===== config.mk =====
export PLATFORM = sky130hd
export DESIGN_NAME = strobed_parallel_port
export DESIGN_NICKNAME = d
export VERILOG_FILES = /design/src/common/spp_pkg.sv /design/src/rtl/strobed_parallel_port.sv /design/src/rtl/read_fifo.sv
export SDC_FILE = /design/constraint.sdc
export NUM_CORES = 1
export LEC_CHECK = 0
export BUFFER_PORTS_ARGS = -buffer_cell sky130_fd_sc_hd__buf_2
export CAP_MARGIN = 15
export CORE_MARGIN = 1
export CORE_UTILIZATION = 40
export DETAILED_ROUTE_END_ITERATION = 12
export HOLD_SLACK_MARGIN = 0.06
export SLEW_MARGIN = 10
export SYNTH_ARGS = -nofsm -noshare
export SYNTH_HDL_FRONTEND = slang
export SYNTH_SLANG_ARGS = --single-unit

===== constraint.sdc =====
create_clock -name CLK -period 8.1 [get_ports CLK]
set_clock_uncertainty 0.15 [all_clocks]
set_input_delay 0.81 -clock CLK [delete_from_list [all_inputs] [get_ports CLK]]
set_output_delay 0.81 -clock CLK [all_outputs]
set_load 0.02 [all_outputs]

===== src/common/spp_pkg.sv =====
package spp_pkg;

  // ********************************************************
  // Timing
  // ********************************************************
  localparam int CLK_PERIOD_NS = 20;
  localparam int STROBE_NS     = 1500;
  localparam int STROBE_CYC    = (STROBE_NS + CLK_PERIOD_NS - 1)
                                 / CLK_PERIOD_NS;
  localparam logic [6:0]  STROBE_LAST  = 7'(STROBE_CYC - 1);
  localparam int GAP_BASE_NS   = 8250;
  localparam int GAP_STEP_NS   = 750;
  localparam logic [17:0] GAP_BASE_W   = 18'(GAP_BASE_NS);
  localparam logic [17:0] GAP_STEP_W   = 18'(GAP_STEP_NS);
  localparam logic [17:0] CLK_PERIOD_W = 18'(CLK_PERIOD_NS);

  // ********************************************************
  // Register offsets
  // ********************************************************
  localparam logic [7:0] OFS_CTRL  = 8'h00;
  localparam logic [7:0] OFS_WLO   = 8'h04;
  localparam logic [7:0] OFS_WHI   = 8'h08;
  localparam logic [7:0] OFS_STAT  = 8'h0c;
  localparam logic [7:0] OFS_RBUF  = 8'h10;

  // ********************************************************
  // Field positions
  // ********************************************************
  localparam int CTRL_WSTART = 0;
  localparam int CTRL_RSTART = 1;
  localparam int CTRL_SEL    = 2;
  localparam int CTRL_POL    = 5;
  localparam int CTRL_ACK    = 6;
  localparam int CTRL_CNT    = 8;
  localparam int CTRL_BUFEN  = 12;
  localparam int CTRL_SER    = 13;
  localparam int CTRL_GAP    = 16;
  localparam int STAT_BUSY   = 0;
  localparam int STAT_OVF    = 1;
  localparam int STAT_LEVEL  = 8;
  localparam int STAT_RBYTE  = 16;
  localparam int RBUF_VALID  = 8;

  // ********************************************************
  // Reset values and sizes
  // ********************************************************
  localparam logic [7:0] IDLE_BYTE = 8'hff;
  localparam int BUF_DEPTH = 7;

  typedef enum logic [4:0] {
    S_IDLE = 5'h01,
    S_WSTB = 5'h02,
    S_WEND = 5'h04,
    S_GAP  = 5'h08,
    S_RSTB = 5'h10
  } state_t;

endpackage


===== src/rtl/strobed_parallel_port.sv =====
// The placing of the registers and the APB register port were chosen for this implementation.
`timescale 1ns/1ps
`default_nettype none
module strobed_parallel_port
  import spp_pkg::*;
(
  // Clock and reset
  input  wire logic        CLK,
  input  wire logic        RST,
  // APB slave
  input  wire logic        PSEL,
  input  wire logic        PENABLE,
  input  wire logic        PWRITE,
  input  wire logic [7:0]  PADDR,
  input  wire logic [31:0] PWDATA,
  output logic             PREADY,
  output logic      [31:0] PRDATA,
  output logic             PSLVERR,
  // Port 0 data lines
  input  wire logic [7:0]  P0_IN,
  output logic      [7:0]  P0_OUT,
  output logic             P0_OE,
  // Port 1 strobe lines
  input  wire logic [7:0]  P1_IN,
  output logic      [7:0]  P1_OUT,
  output logic      [7:0]  P1_OE,
  // Acknowledge from the external device
  input  wire logic        ACK_IN
);

  typedef struct packed {
    state_t      st;
    logic [6:0]  tmr;
    logic [17:0] ns;
    logic [2:0]  idx;
    logic [7:0]  p0_out;
    logic        p0_oe;
    logic [7:0]  p1_out;
    logic [7:0]  p1_oe;
    logic [2:0]  sel;
    logic        pol;
    logic        ack_en;
    logic [2:0]  cnt;
    logic [7:0]  byte_gap_count;
    logic        buf_en;
    logic        ser_on;
    logic [63:0] wdata;
    logic [7:0]  rd_byte;
    logic        ovf;
    logic        pready;
    logic [31:0] prdata;
    logic        pslverr;
    logic        strb_d;
    logic [7:0]  p0_s1;
    logic [7:0]  p0_s2;
    logic [7:0]  p1_s1;
    logic [7:0]  p1_s2;
    logic        ack_s1;
    logic        ack_s2;
  } port_t;

  port_t       r_ff;
  port_t       nxt_r;
  logic        push;
  logic        pop;
  logic [7:0]  fifo_dout;
  logic [2:0]  fifo_level;
  logic        fifo_full;
  logic        fifo_empty;
  logic [17:0] gap_target;
  logic        wr_acc;
  logic        rd_acc;
  logic        strb_now;
  logic        strb_edge;
  logic        tmr_done;

  function automatic logic [7:0] pin_mask(input logic [2:0] s);
    return 8'h01 << s;
  endfunction

  function automatic logic [7:0] strobe_lvl(input logic [2:0] s,
                                            input logic       p,
                                            input logic       act);
    logic [7:0] m;
    m = pin_mask(s);
    // Selected pin sits at p when active and at !p when not
    return (act == p) ? m : ~m;
  endfunction

  assign gap_target = GAP_BASE_W
                      + 18'(GAP_STEP_W * {10'h000, r_ff.byte_gap_count});
  assign wr_acc    = PSEL && PENABLE && r_ff.pready && PWRITE;
  assign rd_acc    = PSEL && PENABLE && r_ff.pready && !PWRITE;
  assign strb_now  = r_ff.p1_s2[r_ff.sel];
  assign strb_edge = r_ff.pol ? (strb_now && !r_ff.strb_d)
                              : (!strb_now && r_ff.strb_d);
  assign tmr_done  = (r_ff.tmr >= STROBE_LAST);

  // Captures only while idle, so the port does not read its own strobe while a sequence runs
  assign push = strb_edge && r_ff.buf_en && !r_ff.ser_on
                && (r_ff.st == S_IDLE);
  assign pop  = rd_acc && (PADDR == OFS_RBUF);

  read_fifo u_fifo (
    .CLK   (CLK),
    .RST   (RST),
    .push  (push),
    .din   (r_ff.p0_s2),
    .pop   (pop),
    .dout  (fifo_dout),
    .level (fifo_level),
    .full  (fifo_full),
    .empty (fifo_empty)
  );

  // ********************************************************
  // Next state
  // ********************************************************
  always_comb begin
    nxt_r = r_ff;
    nxt_r.p0_s1  = P0_IN;
    nxt_r.p0_s2  = r_ff.p0_s1;
    nxt_r.p1_s1  = P1_IN;
    nxt_r.p1_s2  = r_ff.p1_s1;
    nxt_r.ack_s1 = ACK_IN;
    nxt_r.ack_s2 = r_ff.ack_s1;
    nxt_r.strb_d = strb_now;
    nxt_r.pready = 1'b0;

    // Three-cycle access (one wait state): the answer is prepared one cycle ahead
    if (PSEL && PENABLE && !r_ff.pready) begin
      nxt_r.pready  = 1'b1;
      nxt_r.pslverr = 1'b0;
      nxt_r.prdata  = 32'h0000_0000;
      unique case (PADDR)
        OFS_CTRL: begin
          nxt_r.prdata[CTRL_SEL +: 3] = r_ff.sel;
          nxt_r.prdata[CTRL_POL]      = r_ff.pol;
          nxt_r.prdata[CTRL_ACK]      = r_ff.ack_en;
          nxt_r.prdata[CTRL_CNT +: 3] = r_ff.cnt;
          nxt_r.prdata[CTRL_BUFEN]    = r_ff.buf_en;
          nxt_r.prdata[CTRL_SER]      = r_ff.ser_on;
          nxt_r.prdata[CTRL_GAP +: 8] = r_ff.byte_gap_count;
        end
        OFS_WLO: nxt_r.prdata = r_ff.wdata[31:0];
        OFS_WHI: nxt_r.prdata = r_ff.wdata[63:32];
        OFS_STAT: begin
          nxt_r.prdata[STAT_BUSY]       = (r_ff.st != S_IDLE);
          nxt_r.prdata[STAT_OVF]        = r_ff.ovf;
          nxt_r.prdata[STAT_LEVEL +: 3] = fifo_level;
          nxt_r.prdata[STAT_RBYTE +: 8] = r_ff.rd_byte;
        end
        OFS_RBUF: begin
          nxt_r.prdata[7:0]        = fifo_dout;
          nxt_r.prdata[RBUF_VALID] = !fifo_empty;
        end
        default: nxt_r.pslverr = 1'b1;
      endcase
    end

    // Writes while busy, except the overflow clear, are dropped so a running sequence stays whole
    if (wr_acc && r_ff.st == S_IDLE) begin
      unique case (PADDR)
        OFS_CTRL: begin
          nxt_r.sel            = PWDATA[CTRL_SEL +: 3];
          nxt_r.pol            = PWDATA[CTRL_POL];
          nxt_r.ack_en         = PWDATA[CTRL_ACK];
          nxt_r.cnt            = PWDATA[CTRL_CNT +: 3];
          nxt_r.buf_en         = PWDATA[CTRL_BUFEN];
          nxt_r.ser_on         = PWDATA[CTRL_SER];
          nxt_r.byte_gap_count = PWDATA[CTRL_GAP +: 8];
        end
        OFS_WLO: nxt_r.wdata[31:0]  = PWDATA;
        OFS_WHI: nxt_r.wdata[63:32] = PWDATA;
        default: ;
      endcase
    end
    if (wr_acc && PADDR == OFS_STAT && PWDATA[STAT_OVF]) begin
      nxt_r.ovf = 1'b0;
    end

    // ********************************************************
    // Strobe sequencer
    // ********************************************************
    // Saturates, so a long ack stretch cannot wrap the width count
    nxt_r.tmr = tmr_done ? r_ff.tmr : r_ff.tmr + 7'h01;
    unique case (r_ff.st)
      S_IDLE: begin
        nxt_r.p0_oe  = 1'b0;
        nxt_r.p1_oe  = 8'h00;
        nxt_r.p1_out = IDLE_BYTE;
        nxt_r.tmr    = 7'h00;
        if (wr_acc && PADDR == OFS_CTRL && PWDATA[CTRL_WSTART]) begin
          nxt_r.st     = S_WSTB;
          nxt_r.idx    = 3'h0;
          nxt_r.p0_out = r_ff.wdata[7:0];
          nxt_r.p0_oe  = 1'b1;
          nxt_r.p1_oe  = pin_mask(PWDATA[CTRL_SEL +: 3]);
          nxt_r.p1_out = strobe_lvl(PWDATA[CTRL_SEL +: 3],
                                    PWDATA[CTRL_POL], 1'b1);
        end else if (wr_acc && PADDR == OFS_CTRL
                     && PWDATA[CTRL_RSTART]) begin
          nxt_r.st     = S_RSTB;
          nxt_r.p1_oe  = pin_mask(PWDATA[CTRL_SEL +: 3]);
          nxt_r.p1_out = strobe_lvl(PWDATA[CTRL_SEL +: 3],
                                    PWDATA[CTRL_POL], 1'b1);
        end
      end
      S_WSTB: begin
        // Ack low stretches the strobe past its minimum width
        if (tmr_done && (!r_ff.ack_en || r_ff.ack_s2)) begin
          nxt_r.st     = S_WEND;
          nxt_r.p1_out = strobe_lvl(r_ff.sel, r_ff.pol, 1'b0);
        end
      end
      S_WEND: begin
        nxt_r.p0_out = IDLE_BYTE;
        nxt_r.ns     = 18'h00000;
        if (r_ff.idx == r_ff.cnt) begin
          nxt_r.st = S_IDLE;
        end else begin
          nxt_r.st = S_GAP;
        end
      end
      S_GAP: begin
        nxt_r.ns = r_ff.ns + CLK_PERIOD_W;
        if (r_ff.ns + CLK_PERIOD_W >= gap_target) begin
          nxt_r.st     = S_WSTB;
          nxt_r.tmr    = 7'h00;
          nxt_r.idx    = r_ff.idx + 3'h1;
          nxt_r.p0_out = r_ff.wdata[{r_ff.idx + 3'h1, 3'b000} +: 8];
          nxt_r.p1_out = strobe_lvl(r_ff.sel, r_ff.pol, 1'b1);
        end
      end
      S_RSTB: begin
        if (tmr_done) begin
          nxt_r.rd_byte = r_ff.p0_s2;
          nxt_r.p1_out  = strobe_lvl(r_ff.sel, r_ff.pol, 1'b0);
          nxt_r.st      = S_IDLE;
        end
      end
      default: begin
        nxt_r.st = S_IDLE;
      end
    endcase

    // Overflow set wins over a clear in the same cycle
    if (push && fifo_full) begin
      nxt_r.ovf = 1'b1;
    end
  end

  always_ff @(posedge CLK) begin
    if (RST) begin
      r_ff        <= '0;
      r_ff.st     <= S_IDLE;
      r_ff.p0_out <= IDLE_BYTE;
      r_ff.p1_out <= IDLE_BYTE;
      r_ff.pol    <= 1'b1;
      // Start at the pull-up level so no false edge follows reset
      r_ff.p1_s1  <= IDLE_BYTE;
      r_ff.p1_s2  <= IDLE_BYTE;
      r_ff.strb_d <= 1'b1;
    end else begin
      r_ff <= nxt_r;
    end
  end

  assign PREADY  = r_ff.pready;
  assign PRDATA  = r_ff.prdata;
  assign PSLVERR = r_ff.pslverr;
  assign P0_OUT  = r_ff.p0_out;
  assign P0_OE   = r_ff.p0_oe;
  assign P1_OUT  = r_ff.p1_out;
  assign P1_OE   = r_ff.p1_oe;
endmodule
`default_nettype wire


===== src/rtl/read_fifo.sv =====
`timescale 1ns/1ps
`default_nettype none
module read_fifo
  import spp_pkg::*;
(
  // Clock and reset
  input  wire logic       CLK,
  input  wire logic       RST,
  // Fill side
  input  wire logic       push,
  input  wire logic [7:0] din,
  // Drain side
  input  wire logic       pop,
  output logic      [7:0] dout,
  // Level
  output logic      [2:0] level,
  output logic            full,
  output logic            empty
);

  typedef struct packed {
    logic [BUF_DEPTH-1:0][7:0] mem;
    logic [2:0]                wp;
    logic [2:0]                rp;
    logic [2:0]                cnt;
  } fifo_t;

  fifo_t r_ff;
  fifo_t nxt_r;
  logic  do_push;
  logic  do_pop;

  assign full    = (r_ff.cnt == 3'(BUF_DEPTH));
  assign empty   = (r_ff.cnt == 3'h0);
  assign level   = r_ff.cnt;
  assign dout    = r_ff.mem[r_ff.rp];
  assign do_push = push && !full;
  assign do_pop  = pop && !empty;

  function automatic logic [2:0] wrap_inc(input logic [2:0] p);
    return (p == 3'(BUF_DEPTH - 1)) ? 3'h0 : p + 3'h1;
  endfunction

  // ********************************************************
  // Storage, oldest entry leaves first
  // ********************************************************
  always_comb begin
    nxt_r = r_ff;
    if (do_push) begin
      nxt_r.mem[r_ff.wp] = din;
      nxt_r.wp = wrap_inc(r_ff.wp);
    end
    if (do_pop) begin
      nxt_r.rp = wrap_inc(r_ff.rp);
    end
    nxt_r.cnt = r_ff.cnt + 3'(do_push) - 3'(do_pop);
  end

  always_ff @(posedge CLK) begin
    if (RST) begin
      r_ff <= '0;
    end else begin
      r_ff <= nxt_r;
    end
  end
endmodule
`default_nettype wire


* Word-level counts from Yosys, hierarchy flattened *
Cells that the tools add are included.
Widths: inputs -> output; s select.

cells by class
  add/sub/neg operators = 8
  $mul = 1
  $lt $le $gt $ge = 6
  equal/unequal tests = 19
  shift operators = 3
  mux-type cells = 47
  bitwise logic cells = 2
  reduce and logical (&&, ||, !) cells = 47

operators by type and width
  operator                count
  $mux 8                  8
  $pmux 8 s4              2
  $shiftx 64x7->8         1
  $bwmux 56               1
  $pmux 18 s2             1
  $mux 34                 1
  $mux 16                 2
  $pmux 5 s5              1
  $bmux 8 s3              1
  $demux 8 s3             1
  $mux 12                 2
  $pmux 8 s3              1
  $logic_and 1x1->1       22
  $mux 5                  4
  $pmux 5 s4              1
  $add 14x18->18 const A  1
  $add 18x5->18 const B   1
  $ge 18x18->1            1
  $mul 9x8->17 const A    1
  $eq 8x4->1 const B      2
  $not 8->8               2
  $pmux 2 s4              2
  $pmux 8 s2              1
  $shl 1x3->8 const A     2
  other kinds (44)        71

word-level totals
  register bits = 283
  input bits = 62
  output and inout port bits = 59
  logic and storage cells = 172

* Logic depth before layout (Yosys ltp) *
  depth after elaboration = 11
  gate-level depth with buffers = 26

* Modules after synthesis *
From an unflattened synthesis, not the netlist that was laid out.

second synthesis, totals
  cells, all modules = 1,812
  area total of the unflattened synthesis = 15,592.5 sq um

modules (own cells, without submodules)
  module                 instances  cells each  area an instance (sq um)
  strobed_parallel_port  1          1,491       12,333.1
  read_fifo              1          321         3,259.4

* Least setup slack after synthesis *
Ideal clock, no wire load.

  kind = register to register
  start = register r_ff[150] in the netlist's numbering
  end = register r_ff[214] in the netlist's numbering
  arrival = 6.177 ns
  data required time = 7.876 ns
  setup slack = 1.698 ns
  stages on the path, launching flop included = 26
  buffers on the path = 1
  cells stage by stage = dfxtp_1 -> inv_1 -> fa_1 -> fa_1 -> inv_1 -> fa_1 -> inv_1 -> fa_1 -> inv_1 -> ha_1 -> and3_1 -> a221oi_1 -> or4b_2 -> o2111ai_1 -> nand2_1 -> nor2_1 -> o2111ai_1 -> xnor2_1 -> ha_1 -> a221oi_1 -> o21a_1 -> o2111ai_1 -> nand2_1 -> clkbuf_1 -> o21ai_0 -> a31oi_1

on the way
  word-level cells in the longest chain between the ends = 5

RTL lines
  element                            RTL line                      source
  start: declaration                 strobed_parallel_port.sv:62   port_t r_ff;
  start signal: assignment           strobed_parallel_port.sv:265  r_ff <= nxt_r;
  $mul 9x8->17                       strobed_parallel_port.sv:91   + 18'(GAP_STEP_W * {10'h000, r_ff.byte_gap_count});
  $add 14x18->18                     strobed_parallel_port.sv:91
  $ge 18x18->1                       strobed_parallel_port.sv:227  if (r_ff.ns + CLK_PERIOD_W >= gap_target) begin
  $ne 2x2->1 (no source line)        --
  $reduce_and 4->1 (no source line)  --

Every way passes these cells.
A chain may end at the register's enable or synchronous reset.

* Final worst setup path *
  start = register r_ff[150] in the netlist's numbering
  end = register r_ff (netlist bit P0_OUT[1])

on the way
  word-level cells in the longest chain between the ends = 5

RTL lines
  element                            RTL line
  $mul 9x8->17                       strobed_parallel_port.sv:91
  $add 14x18->18                     strobed_parallel_port.sv:91
  $ge 18x18->1                       strobed_parallel_port.sv:227
  $ne 2x2->1 (no source line)        --
  $reduce_and 3->1 (no source line)  --

Every way passes these cells.

==> impl_metrics.toml <==
[cells_and_area]
final_net_count = 1899
syn_to_final_growth_pct = 10.6
drive_gt1_share_pct = 14.1
fillerInstances = 3640

[global_routing]
grt-ovfl-total = 0
grt_max_degree = 97
grt_pass1_wl_mm = 65.6
grt_use_total_pct = 21.3
antenna_found_initial = 4
first_global_vias = 12000

[detailed_routing]
drt_wl_total_mm = 41.2
final_antenna_net_count = 0
wl_per_cell_um = 18.1
num_vias = 12400
first_pass_iters = 6
drc = 0
via_per_inst = 5.44
dr.first_iter.drc_count = 1103

[placed_design]
port_buffers = 120
finalWeightedCongestion = 0.894
dp_hpwl_mm = 29.7

[cts]
htree_levels = 1
clock_sinks = 281
numCtsBuffers = 31
cts_root_buffer = "clkbuf_16"
clkTransAtPathRegs_ns = 0.06
insertion_delay_ns = 0.58
cts_tree = "done"
cts_buffer_depth = 3
postCtsHoldBufs = 0
cts_resized = 0
cts_setup_buffers = 0

[sta]
tns_ns = 0
slew_headroom_pct = 26.7
clock.fmax_mhz = 141
rsz0062_at_grt = "no"
worst_pin_slew_ns = 1.10
setup_viol = 0
hold_viol_final = 0
min_period_ns = 7.08
post-route-period-util_pct = 87.4
slew_violations = 0

[power_and_ir_drop]
leakage_uw = 0.00659
total_power_uw = 3060
p_switching_uw = 696
p_per_area_nw_per_um2 = 183
swShare_pct = 22.7
p_int_uw = 2360
comb_power_share_pct = 3.7
clock_power_share_pct = 50.3
pwr-share-seq_pct = 46.0
ir_worst_vdd_uv = 152

[yosys]
seq_area_frac_synth_pct = 37.3
ys_async_sr_fraction_pct = 0
synth_warnings = 0
netlist_instances = 1755
syn_nets = 1904
ys_types = 66
ys_seq_elements = 281
syn-mean-instance-area_um2 = 8.60
ys.flop_type = "dfxtp_1"
synth_edf_count = 0
syn_area_um2 = 15100

[run_status]
status = "completed"

[critical_path]
critical_path_class = "flip-flop to flip-flop"
critPathMaxStageDelay_ns = 0.65
r2r-end = "P0_OUT[1]$_SDFFE_PP1P_"
r2r_cells = 25
required_ns = 8.46
cp_top_family = "adder cells"
crit_buf_inv = 5
arrival_ns = 7.43
cp_max_fo = 22
crit_path_end_kind = "flip-flop"
startpoint_type = "flip-flop"
r2r-start = "r_ff[150]$_SDFFE_PP0P_"
reg2reg_slack_ns = 1.02
crit_slowest_cell = "or4b_2"

[floorplan]
start_util_pct = 40.9
rows = 70
die_area_um2 = 38500
fp.dieW_um = 196
core_um2 = 36900
die_y_um = 196
io_pins = 121

[worst_hold_path]
holdPathEnd = "r_ff[5]$_SDFF_PP1_"
worstHoldStart = "nxt_r[5]$_SDFF_PP1_"
hold_class = "flip-flop to flip-flop"
hold_depth = 1

[job]
max-cap-violations = 0
-- worst max-delay path by stage --
| stage | startpoint | endpoint | slack [ns] | cells after the start |
|---|---|---|---|---|
| after floorplan | r_ff[150]$_SDFFE_PP0P_ | r_ff[214]$_SDFFE_PP0P_ | 1.70 | 25 |
| after global placement | r_ff[150]$_SDFFE_PP0P_ | P0_OUT[0]$_SDFFE_PP1P_ | 1.23 | 25 |
| after detailed placement | r_ff[150]$_SDFFE_PP0P_ | P0_OUT[4]$_SDFFE_PP1P_ | 1.04 | 25 |
| after CTS | r_ff[150]$_SDFFE_PP0P_ | P0_OUT[6]$_SDFFE_PP1P_ | 1.01 | 25 |
| after global routing | r_ff[150]$_SDFFE_PP0P_ | r_ff[207]$_SDFF_PP0_ | 0.53 | 25 |
| final | r_ff[150]$_SDFFE_PP0P_ | P0_OUT[1]$_SDFFE_PP1P_ | 1.02 | 25 |
-- logic make-up after synthesis --
| group | synth area share, % |
|---|---|
| and+or+nand+nor | 18.3 |
| AOI/OAI and AO/OA | 14.2 |
| DFF | 37.3 |
| buffers and inverters | 7.51 |
| muxes | 10.4 |
| adders and majority gates | 8.46 |
| xor gates and xnor gates | 3.83 |
-- synth_stat cells (all sizes together), types with 28 or more instances --
cell type	instances	share of area, %
buf	76	3.4
a21oi	158	5.3
nand3	41	1.4
nor3	28	0.96
ha	62	5.1
o21ai	56	1.9
clkbuf	98	2.4
dfxtp	281	37
inv	66	1.6
nor2	194	4.9
mux2i	96	6.4
nand2	239	5.9
nor2b	29	1.2
xnor2	39	2.3
-- power by group through the flow --
stage          Combinational (uW)  Clock [uW]  Sequential (uW)
5_1_grt                       124        1630             1410
3_3_place_gp                  113           0             1440
2_1_floorplan                78.0           0             1430
6_report                      114        1540             1410
3_5_place_dp                  114           0             1440
4_1_cts                       114        1570             1410
-- per-layer routing --
metal / track usage [%] / share of wire (%) / wire, um
met5: 0 / 0.085 / 35
met2: 33.6 / 44 / 18200
met1: 29.0 / 45 / 18600
met4: 7.81 / 3.6 / 1490
met3: 3.92 / 6.8 / 2810
-- through the flow --
step           utilization, %  cell area [um^2]  hold WS [ns]  setup slack (ns)  std cells
2_1_floorplan               -             15100         0.239              1.70       1755
3_3_place_gp             42.2             15600         0.247              1.23       2221
3_5_place_dp             42.2             15600         0.245              1.04       2221
4_1_cts                  45.2             16700         0.243              1.01       2279
5_1_grt                  45.3             16700         0.246             0.526       2280
6_report                 45.3             16700         0.258              1.02       2280
-- registers in the layout (all words and copies together), names as in the netlist --
| signal | flops |
|---|---|
| PREADY | 1 |
| P0_OUT | 8 |
| P0_OE | 1 |
| r_ff | 140 |
| u_fifo.level | 3 |
| nxt_r | 17 |
| P1_OE | 8 |
| P1_OUT | 8 |
| u_fifo.r_ff | 62 |
| PRDATA | 32 |
| PSLVERR | 1 |
-- worst register-to-register path, delay by kind of cell (launching register included) --
kind	cells	cell delay [ns]
fa+ha+maj	6	2.80
flops	1	0.45
buf+inv	5	0.47
simple gates	6	1.31
mux	1	0.25
compound gates	6	1.38
xor+xnor	1	0.20
-- cells in the final DEF (no fill, tap or decap), types with 27 or more instances in the layout --
master and instances:
nand3_1 40, o21ai_0 53, xnor2_1 39, clkbuf_16 31
xor2_1 27, nor2_1 192, buf_2 119, nand2_1 239
ha_1 62, nor3_1 27, nor2b_1 29, a21oi_1 157
mux2i_1 96, dfxtp_1 281, inv_1 66
-- cell type report --
class | instances | area [um^2] | area share, %
multi-input cells | 1234 | 8330 | 49.9
flip-flops and latches | 281 | 5630 | 33.7
clock buffers | 38 | 832 | 4.99
repair buffers | 136 | 729 | 4.37
well taps | 504 | 631 | 3.78
clock inverters | 20 | 288 | 1.72
inverters | 66 | 248 | 1.48
diodes | 1 | 2.50 | 0.0150
Note: power is estimated with default switching activity, not from simulation.
